**src/include/power_down_defs.vh**
```
// Constants for the power-down and wake-up controller.
`ifndef POWER_DOWN_DEFS_VH
`define POWER_DOWN_DEFS_VH
// =========================================
// Bit positions in the control bytes
`define PWR_ARM_BIT         1
`define PWR_START_BIT       6
`define WAKE_ENABLE_BIT     7
`define WAKE_SOURCE_BIT     4
`define ALT_MAP_BIT         4
// =========================================
// Reset values
`define WAKE_CTRL_RESET     8'h00
// =========================================
// Timing
`define CLK_PERIOD_PS       8000
`define LATCH_TIME_NS       10000
`define LATCH_CYCLES        ((`LATCH_TIME_NS * 1000 + `CLK_PERIOD_PS - 1) / `CLK_PERIOD_PS)
`define WAKE_VECTOR         16'h007B
`define CALL_MACHINE_CYCLES 2
`define MACHINE_CYCLE_CLKS  6
`endif

```
**src/logic/low_time_qualifier.v**
```verilog
// Counts how long the selected wake-up pin has been low on a free-running timebase.
`timescale 1ns/1ps
`include "power_down_defs.vh"
module low_time_qualifier #(
  parameter WIDTH  = 16,
  parameter CYCLES = 1250
) (
  input  wire ref_clk,
  input  wire rst_b,
  input  wire enable,
  input  wire pin_level,
  output reg  qualified
);
  reg [WIDTH-1:0] count;

  // =========================================
  // Low-time counter
  // The timebase is ref_clk, assumed independent of the stopped core oscillators.
  always @(posedge ref_clk) begin
    if (!rst_b) begin
      count     <= {WIDTH{1'b0}};
      qualified <= 1'b0;
    end else if (!enable || pin_level) begin
      count     <= {WIDTH{1'b0}};
      qualified <= 1'b0;
    end else if (count >= CYCLES[WIDTH-1:0] - 1'b1) begin
      qualified <= 1'b1;
    end else begin
      count <= count + 1'b1;
    end
  end
endmodule

```
**src/logic/power_down_wakeup_control.v**
```verilog
// Power-down entry, pin holding and wake-up sequencing for the core.
// What this block does, and what it expects of software and of the reset source
// RL1: In power down both oscillators stop; all state is kept frozen.
// RL2: Port latches drive values; alternate outputs hold their last level.
// RL3: Address latch strobe and program store strobe held low in power down.
// RL4: Reset exit resets registers, keeps RAM, restarts both oscillators.
// RL5: Wake-up pin exit restarts oscillators and keeps registers frozen.
// RL6: Software arms with one write, then starts with the next write.
// RL7: A write setting arm and start together never enters power down.
// RL8: Arm and start bits clear themselves and always read as zero.
// RL9: Start write is last; without wake-up enable only reset ends it.
// RL10: Wake-up enable masks all interrupts but keeps individual enables.
// RL11: Software sets map select, writes wake-up control, clears map select.
// RL12: Source select 0 picks interrupt pin zero, 1 picks CAN receive pin.
// RL13: Selected pin must go low for the latch time; then oscillators start.
// RL14: Once the clock is stable the wake-up interrupt at 007B is raised.
// RL15: Strobes stay low until the call; fetches during the call are discarded.
// RL16: After return, execution resumes; timers, CAN and watchdog frozen until then.
// RL17: All interrupts stay disabled from oscillator start until the return.
// RL18: CAN receive pin wake-up follows the same procedure once selected.
// RL19: Software stops any conversion before starting power down entry.
// RL20: Reset used for exit is held long enough for the oscillator to settle.
// RL21: Port 0 drives or floats by code source; port 2 drives data.
// RL22: Pin low-time is measured on a timebase independent of core clocks.
`timescale 1ns/1ps
`include "power_down_defs.vh"
module power_down_wakeup_control #(
  parameter LATCH_CNT_W = 16,
  parameter LATCH_CNT   = `LATCH_CYCLES,
  parameter CALL_CLKS   = `CALL_MACHINE_CYCLES * `MACHINE_CYCLE_CLKS
) (
  input  wire        ref_clk,
  input  wire        rst_b,
  input  wire        power_control_reg_write,
  input  wire [7:0]  power_control_reg_wdata,
  input  wire        system_config_reg_write,
  input  wire [7:0]  system_config_reg_wdata,
  input  wire        wake_ctrl_write,
  input  wire [7:0]  wake_ctrl_wdata,
  input  wire        osc_stable,
  input  wire        return_from_interrupt,
  input  wire        ext_code_exec,
  input  wire        ext_interrupt_pin_zero,
  input  wire        can_receive_pin,
  input  wire        ale_run,
  input  wire        program_store_strobe_run,
  input  wire [7:0]  port0_run,
  input  wire [7:0]  port2_run,
  input  wire [7:0]  port_alt_run,
  output reg         power_down,
  output reg         osc_enable,
  output reg         core_freeze,
  output reg         periph_freeze,
  output reg         irq_global_mask,
  output reg         wake_irq,
  output reg  [15:0] wake_vector,
  output reg         fetch_discard,
  output reg         ale,
  output reg         program_store_strobe,
  output reg  [7:0]  port0_out,
  output reg  [7:0]  port0_oe_b,
  output reg  [7:0]  port2_out,
  output reg  [7:0]  port_alt_out,
  output reg         power_down_arm,
  output reg         power_down_start,
  output reg         ext_wakeup_enable,
  output reg         wakeup_source_select,
  output reg         alt_map_select
);
  // =========================================
  // States
  localparam ST_RUN   = 3'd0;
  localparam ST_DOWN  = 3'd1;
  localparam ST_OSC   = 3'd2;
  localparam ST_CALL  = 3'd3;
  localparam ST_ISR   = 3'd4;

  reg [2:0]  state;
  reg [2:0]  next_state;
  reg        armed;
  reg [7:0]  call_cnt;
  reg        code_ext;
  reg [7:0]  port0_hold;
  reg [7:0]  port2_hold;
  reg [7:0]  alt_hold;
  wire       qualified;
  wire       sel_pin;
  wire       wr_arm;
  wire       wr_start;
  wire       next_wake_enable;
  reg        next_power_down;
  reg        next_osc_enable;
  reg        next_core_freeze;
  reg        next_periph_freeze;
  reg        next_irq_global_mask;
  reg        next_wake_irq;
  reg        next_fetch_discard;
  reg        next_ale;
  reg        next_program_store_strobe;
  reg [7:0]  next_port0_out;
  reg [7:0]  next_port0_oe_b;
  reg [7:0]  next_port2_out;
  reg [7:0]  next_port_alt_out;
  reg        image_ext;
  reg [7:0]  image_port0;
  reg [7:0]  image_port2;
  reg [7:0]  image_alt;

  assign sel_pin  = wakeup_source_select ? can_receive_pin : ext_interrupt_pin_zero; // [RL12] [RL18]
  assign wr_arm   = power_control_reg_write & power_control_reg_wdata[`PWR_ARM_BIT];
  assign wr_start = power_control_reg_write & power_control_reg_wdata[`PWR_START_BIT];
  assign next_wake_enable = (state == ST_RUN && wake_ctrl_write && alt_map_select) ?
                            wake_ctrl_wdata[`WAKE_ENABLE_BIT] : ext_wakeup_enable;

  // =========================================
  // Low-time qualification of the wake-up pin
  low_time_qualifier #(
    .WIDTH  (LATCH_CNT_W),
    .CYCLES (LATCH_CNT)
  ) u_qual (
    .ref_clk   (ref_clk),
    .rst_b     (rst_b),
    .enable    (state == ST_DOWN && ext_wakeup_enable),
    .pin_level (sel_pin),
    .qualified (qualified)
  ); // [RL13] [RL22]

  // =========================================
  // Next state
  always @* begin
    next_state = state;
    case (state)
      ST_RUN: begin
        // Only a start write right after an arm write, each alone, enters power down.
        if (armed && wr_start && !wr_arm) begin
          next_state = ST_DOWN; // [RL7] [RL9]
        end
      end
      ST_DOWN: begin
        if (ext_wakeup_enable && qualified) begin
          next_state = ST_OSC; // [RL9] [RL13]
        end
      end
      ST_OSC: begin
        if (osc_stable) begin
          next_state = ST_CALL; // [RL14]
        end
      end
      ST_CALL: begin
        if (call_cnt == CALL_CLKS[7:0] - 8'h01) begin
          next_state = ST_ISR;
        end
      end
      ST_ISR: begin
        if (return_from_interrupt) begin
          next_state = ST_RUN; // [RL16]
        end
      end
      default: begin
        next_state = ST_RUN;
      end
    endcase
  end

  // =========================================
  // Sequencer state and call window
  // The call window is counted so the discarded fetches span both machine cycles.
  always @(posedge ref_clk) begin
    if (!rst_b) begin
      state    <= ST_RUN;
      call_cnt <= 8'h00;
    end else begin
      state <= next_state;
      if (state == ST_CALL) begin
        call_cnt <= call_cnt + 8'h01;
      end else begin
        call_cnt <= 8'h00;
      end
    end
  end

  // =========================================
  // Entry arming
  always @(posedge ref_clk) begin
    if (!rst_b) begin
      armed <= 1'b0;
    end else if (state != ST_RUN) begin
      armed <= 1'b0;
    end else if (power_control_reg_write) begin
      // Any write other than a lone arm bit disarms, so a joint write never counts.
      armed <= wr_arm & ~wr_start; // [RL6] [RL7]
    end
  end

  // =========================================
  // Control bits
  // Reset is the only exit that clears the control bits; RAM lies outside this block.
  // Writes are only taken while running; a frozen core cannot issue any.
  always @(posedge ref_clk) begin
    if (!rst_b) begin
      power_down_arm       <= 1'b0;
      power_down_start     <= 1'b0;
      ext_wakeup_enable    <= 1'b0;
      wakeup_source_select <= 1'b0;
      alt_map_select       <= 1'b0; // [RL4] [RL12]
    end else begin
      power_down_arm    <= 1'b0;
      power_down_start  <= 1'b0; // [RL8]
      ext_wakeup_enable <= next_wake_enable; // [RL5] [RL11]
      if (state == ST_RUN && system_config_reg_write) begin
        alt_map_select <= system_config_reg_wdata[`ALT_MAP_BIT];
      end
      if (state == ST_RUN && wake_ctrl_write && alt_map_select) begin
        wakeup_source_select <= wake_ctrl_wdata[`WAKE_SOURCE_BIT]; // [RL11] [RL18]
      end
    end
  end

  // =========================================
  // Pin image frozen at entry
  // In the entering cycle the live run values are the image; later the held copy is.
  always @* begin
    if (state == ST_RUN) begin
      image_ext   = ext_code_exec;
      image_port0 = port0_run;
      image_port2 = port2_run;
      image_alt   = port_alt_run;
    end else begin
      image_ext   = code_ext;
      image_port0 = port0_hold;
      image_port2 = port2_hold;
      image_alt   = alt_hold;
    end
  end

  // =========================================
  // Pin image store
  // Capture runs every running cycle, so no separate entry strobe is needed.
  always @(posedge ref_clk) begin
    if (!rst_b) begin
      code_ext   <= 1'b0;
      port0_hold <= 8'h00;
      port2_hold <= 8'h00;
      alt_hold   <= 8'h00;
    end else begin
      code_ext   <= image_ext;
      port0_hold <= image_port0;
      port2_hold <= image_port2;
      alt_hold   <= image_alt; // [RL2]
    end
  end

  // =========================================
  // Next output values
  // Decoding the next state lets every pin change on the same edge as the state.
  always @* begin
    next_power_down           = 1'b0;
    next_osc_enable           = 1'b1;
    next_core_freeze          = 1'b0;
    next_periph_freeze        = 1'b1;
    next_irq_global_mask      = 1'b1;
    next_wake_irq             = 1'b0;
    next_fetch_discard        = 1'b0;
    next_ale                  = ale_run;
    next_program_store_strobe = program_store_strobe_run;
    next_port0_out            = port0_run;
    next_port0_oe_b           = 8'h00;
    next_port2_out            = port2_run;
    next_port_alt_out         = port_alt_run;
    case (next_state)
      ST_RUN: begin
        next_periph_freeze   = 1'b0; // [RL16]
        next_irq_global_mask = next_wake_enable; // [RL10]
      end
      ST_DOWN: begin
        next_power_down           = 1'b1;
        next_osc_enable           = 1'b0; // [RL1]
        next_core_freeze          = 1'b1; // [RL1]
        next_ale                  = 1'b0;
        next_program_store_strobe = 1'b0; // [RL3]
        next_port0_out            = image_port0;
        next_port0_oe_b           = image_ext ? 8'hFF : 8'h00; // [RL21]
        next_port2_out            = image_port2; // [RL21]
        next_port_alt_out         = image_alt; // [RL2]
      end
      ST_OSC: begin
        next_core_freeze          = 1'b1; // [RL5]
        next_ale                  = 1'b0;
        next_program_store_strobe = 1'b0; // [RL15]
        next_port0_out            = image_port0;
        next_port0_oe_b           = image_ext ? 8'hFF : 8'h00;
        next_port2_out            = image_port2;
        next_port_alt_out         = image_alt; // [RL2]
      end
      ST_CALL: begin
        next_wake_irq      = (state == ST_OSC); // [RL14]
        next_fetch_discard = 1'b1; // [RL15]
      end
      ST_ISR: begin
        // Other pending interrupts wait until the routine returns.
        next_irq_global_mask = 1'b1; // [RL17]
      end
      default: begin
        next_periph_freeze = 1'b1;
      end
    endcase
  end

  // =========================================
  // Outputs
  // Every pin leaves a flip-flop, so no decode glitch reaches the package.
  always @(posedge ref_clk) begin
    if (!rst_b) begin
      power_down           <= 1'b0;
      osc_enable           <= 1'b1;
      core_freeze          <= 1'b0;
      periph_freeze        <= 1'b0;
      irq_global_mask      <= 1'b0;
      wake_irq             <= 1'b0;
      wake_vector          <= `WAKE_VECTOR;
      fetch_discard        <= 1'b0;
      ale                  <= 1'b1;
      program_store_strobe <= 1'b1;
      port0_out            <= 8'h00;
      port0_oe_b           <= 8'hFF;
      port2_out            <= 8'h00;
      port_alt_out         <= 8'h00;
    end else begin
      power_down           <= next_power_down;
      osc_enable           <= next_osc_enable; // [RL1] [RL5]
      core_freeze          <= next_core_freeze; // [RL1] [RL5]
      periph_freeze        <= next_periph_freeze; // [RL16]
      // Global mask covers wake-up enable and the whole wake-up sequence.
      irq_global_mask      <= next_irq_global_mask; // [RL10] [RL17]
      wake_irq             <= next_wake_irq; // [RL14]
      wake_vector          <= `WAKE_VECTOR;
      fetch_discard        <= next_fetch_discard; // [RL15]
      ale                  <= next_ale;
      program_store_strobe <= next_program_store_strobe; // [RL3] [RL15]
      port0_out            <= next_port0_out;
      port0_oe_b           <= next_port0_oe_b; // [RL21]
      port2_out            <= next_port2_out;
      port_alt_out         <= next_port_alt_out; // [RL2] [RL21]
    end
  end
endmodule

```
**config.mk**
```make
export PLATFORM = sky130hd
export DESIGN_NAME = power_down_wakeup_control
export DESIGN_NICKNAME = d
export VERILOG_FILES = /design/src/logic/low_time_qualifier.v /design/src/logic/power_down_wakeup_control.v
export VERILOG_INCLUDE_DIRS = /design/src /design/src/include
export SDC_FILE = /design/constraint.sdc
export NUM_CORES = 1
export LEC_CHECK = 0
export ABC_AREA = 1
export BUFFER_PORTS_ARGS = -buffer_cell sky130_fd_sc_hd__buf_4
export CAP_MARGIN = 25
export CORE_MARGIN = 4
export CORE_UTILIZATION = 29
export CTS_BUF_LIST = sky130_fd_sc_hd__clkbuf_16
export CTS_CLUSTER_DIAMETER = 80
export DETAILED_ROUTE_END_ITERATION = 8
export PLACE_DENSITY = 0.54
export REMOVE_ABC_BUFFERS = 1
export SKIP_LAST_GASP = 1
export SLEW_MARGIN = 10
export SYNTH_ARGS = -nofsm -noshare
export SYNTH_HDL_FRONTEND = slang
export SYNTH_HIERARCHICAL = 1
export SYNTH_SLANG_ARGS = --single-unit
```
**constraint.sdc**
```tcl
create_clock -name ref_clk -period 1.5 [get_ports ref_clk]
set_input_delay 0.3 -clock ref_clk [delete_from_list [all_inputs] [get_ports ref_clk]]
set_output_delay 0.3 -clock ref_clk [all_outputs]
set_load 0.01 [all_outputs]
```
==> results.sh <==
export IMPL_p_sw_share_pct=23.9
export IMPL_clk_pin_slew_ns=0.07
export IMPL_synth_cell_types=34
export IMPL_seq_area_frac_synth_pct=46.3
export IMPL_postLayoutCellArea_um2=5420
export IMPL_busiest_layer="met2"
export IMPL_cts_sinks=91
export IMPL_slowest_stage="dfxtp_2"
export IMPL_place_port_buffers=84
export IMPL_cts_hold_buf=0
export IMPL_rows=42
export IMPL_syn_avg_cell_area_um2=7.62
export IMPL_areaGrowthSynthToFinish_pct=37.7
export IMPL_p_int_w=0.00409
export IMPL_cts_buffers_inserted=9
export IMPL_pwr_share_clk_pct=43.1
export IMPL_antenna_found_initial=0
export IMPL_power_per_cell_area_nw_per_um2=992
export IMPL_grt_use_met3_pct=3.52
export IMPL_layout_nets=682
export IMPL_drive_gt1_share_pct=31.1
export IMPL_timing_rr_start="call_cnt[0]"
export IMPL_route_detailed_wl_per_inst_um=11.8
export IMPL_seq_power_share_pct=47.4
export IMPL_syn_inst=516
export IMPL_clock_skew_final_ns=0.0106
export IMPL_crit_family="simple AND/OR/NAND/NOR gates"
export IMPL_path_cells="ha_4 > nand3b_1 > o21ai_2 > nand3_2 > nand2_4 > buf_12 > buf_16 > nor2_1 > nor2_1"
export IMPL_grt_max_degree=28
export IMPL_synth_seq_cells=91
export IMPL_drt_total_wl_um=9420
export IMPL_fp_dieW_um=124
export IMPL_final_common_cell="buf_4"
export IMPL_cts_max_level=3
export IMPL_max_stage_delay_ns=0.35
export IMPL_setup_viol=27
export IMPL_drt_pre_antenna_iters=4
export IMPL_hold_viol_final=0
export IMPL_clockBufferDepth=2
export IMPL_fillers=1364
export IMPL_status="finished with violations"
export IMPL_place_congestion=0.783
export IMPL_multi_input_area_um2=1890
export IMPL_pin_count=122
export IMPL_violations="negative setup slack"
export IMPL_final_antenna_net_count=0
export IMPL_endpoint_kind="flip-flop"
export IMPL_clk_latency_ns=0.34
export IMPL_core_um2=13200
export IMPL_p_leak_nw=2.38
export IMPL_hold_path_depth=2
export IMPL_dieArea_um2=15500
export IMPL_reg2reg_slack_ns=-0.08
export IMPL_grt_pass1_vias=3282
export IMPL_dp_hpwl_um=6470
export IMPL_cp_common_cell="nor2_1"
export IMPL_layout_common_cells="buf_4, nor2_1, nand2_1"
export IMPL_vias=3383
export IMPL_hp_class="primary input to flip-flop"
export IMPL_slew_violations=0
export IMPL_fin_ws_ns=-0.0802
export IMPL_maxCapViolCount=0
export IMPL_drtIter0Drc=129
export IMPL_peakVddDrop_uv=575
export IMPL_cts_tree="built"
export IMPL_dieHeight_um=124
export IMPL_syn_area_um2=3930
export IMPL_p_switching_w=0.00128
export IMPL_grt_use_total_pct=12.1
export IMPL_hold_ws_ns=0.151
export IMPL_synth_edf_count=0
export IMPL_worstSetupStartpointType="flip-flop"
export IMPL_p_comb_share_pct=9.5
export IMPL_grt_use_met2_pct=20.7
export IMPL_startpoint="call_cnt[0]"
export IMPL_cp_data_required_time_ns=1.78
export IMPL_crit_buf_inv=2
export IMPL_use_met1_pct=13.9
export IMPL_grt_pass1_wl_um=15300
export IMPL_antennaDiodeCount=0
export IMPL_synth_ff_type="dfxtp_1"
export IMPL_synth_warnings=6
export IMPL_worst_r2r_cell_count=9
export IMPL_timing_rr_end="port0_out[7]"
export IMPL_finalCritPeriodShare_pct=105
export IMPL_post_route_drc_count=0
export IMPL_via_per_inst=4.23
export IMPL_cp_depth=9
export IMPL_overflow=0
export IMPL_period_needed_ns=1.58
export IMPL_cp_endpoint="port0_out[7]"
export IMPL_async_reset_ff_share_pct=0
export IMPL_path_max_fanout=6
export IMPL_clock_fmax_ghz=0.633
export IMPL_power_w=0.00537
export IMPL_dpl_instance_area_um2=4810
export IMPL_regArea_um2=1830
export IMPL_arrival_ns=1.86
export IMPL_cts_root_buf="clkbuf_16"
export IMPL_rsz0062_at_grt="true"
export IMPL_worstSetupPathType="flip-flop to flip-flop"
export IMPL_initial_utilization_pct=29.7
-- state kept, by name (all words and copies together), names as in the netlist, 3 cells and up --
signal / flops
port_alt_out: 8
alt_hold: 8
port2_hold: 8
state: 3
call_cnt: 8
port2_out: 8
port0_hold: 8
port0_out: 8
u_qual/count: 16
-- metal layers --
layer / share of wire (%) / wire length [um] / up-vias
met5: 0 / 0 / -
met4: 1.7 / 162 / 0
met3: 4.0 / 376 / 13
met2: 50 / 4720 / 64
met1: 44 / 4150 / 1538
li1: - / - / 1768
-- how the worst min path moves through the flow --
stage	from	endpoint	slack, ns
floorplan	rst_b	port0_oe_b[6]	0.37
finish	power_control_reg_write	armed	0.15
global placement	u_qual/count[13]	u_qual/count[13]	0.42
CTS	power_control_reg_write	armed	0.14
global route	power_control_reg_write	armed	0.15
detailed placement	u_qual/count[12]	u_qual/count[12]	0.42
-- power by group through the flow --
| stage | sequential [W] | clock (W) | combinational, W |
|---|---|---|---|
| after detailed placement | 0.00260 | 0 | 0.000470 |
| after global placement | 0.00260 | 0 | 0.000464 |
| after global routing | 0.00256 | 0.00249 | 0.000570 |
| after floorplan | 0.00263 | 0 | 0.000174 |
| after CTS | 0.00255 | 0.00240 | 0.000493 |
| final | 0.00255 | 0.00231 | 0.000512 |
-- area by class of cell --
| type | instances | share of cell area, % |
|---|---|---|
| Clock inverter | 7 | 1.50 |
| Multi-Input combinational cell | 357 | 34.8 |
| Timing Repair Buffer | 117 | 18.8 |
| Inverter | 42 | 2.91 |
| Tap cell | 176 | 4.07 |
| Sequential cell | 91 | 33.8 |
| Clock buffer | 9 | 4.16 |
-- what timing repair did --
action	4_1_cts	5_1_grt
endpoints found under the setup margin	29	48
pin swaps	2	7
hold endpoints to repair	0	0
gates cloned	2	2
buffers inserted	2	0
gates resized for setup	13	38
-- synth_stat cells (all sizes together), types with 3 or more instances --
cell      n  share of area (%)
nor2    120                 12
nand2   117                 12
dfxtp    91                 46
inv      41                3.9
buf      37                6.9
nand3    27                3.4
mux2i    24                6.1
a21oi    19                3.0
o21ai    12                1.5
clkbuf    5               0.48
ha        4                1.3
nor3      4               0.64
nand3b    3               0.57
-- logic make-up (layout without fill, tap and decap cells) --
family,count (synthesis),after routing,synth area share [%]
xor+xnor,3,3,0.668
mux,24,24,6.11
compound gates,32,32,4.71
buf+inv,84,175,11.4
simple gates,276,276,29.4
flops,91,91,46.3
fa+ha+maj,4,4,1.27
other cells,2,18,0.191
-- metrics by stage --
stage / cells / setup TNS, ns / util, % / setup slack (ns)
4_1_cts: 797 / -1.60 / 39.6 / -0.0747
5_1_grt: 799 / -4.27 / 40.9 / -0.175
3_3_place_gp: 777 / -2.68 / 36.3 / -0.115
6_report: 799 / -1.09 / 40.9 / -0.0802
2_1_floorplan: 490 / -9.72 / - / -0.393
3_5_place_dp: 777 / -3.39 / 36.3 / -0.145
No activity file was read; power rests on OpenSTA's default activity.
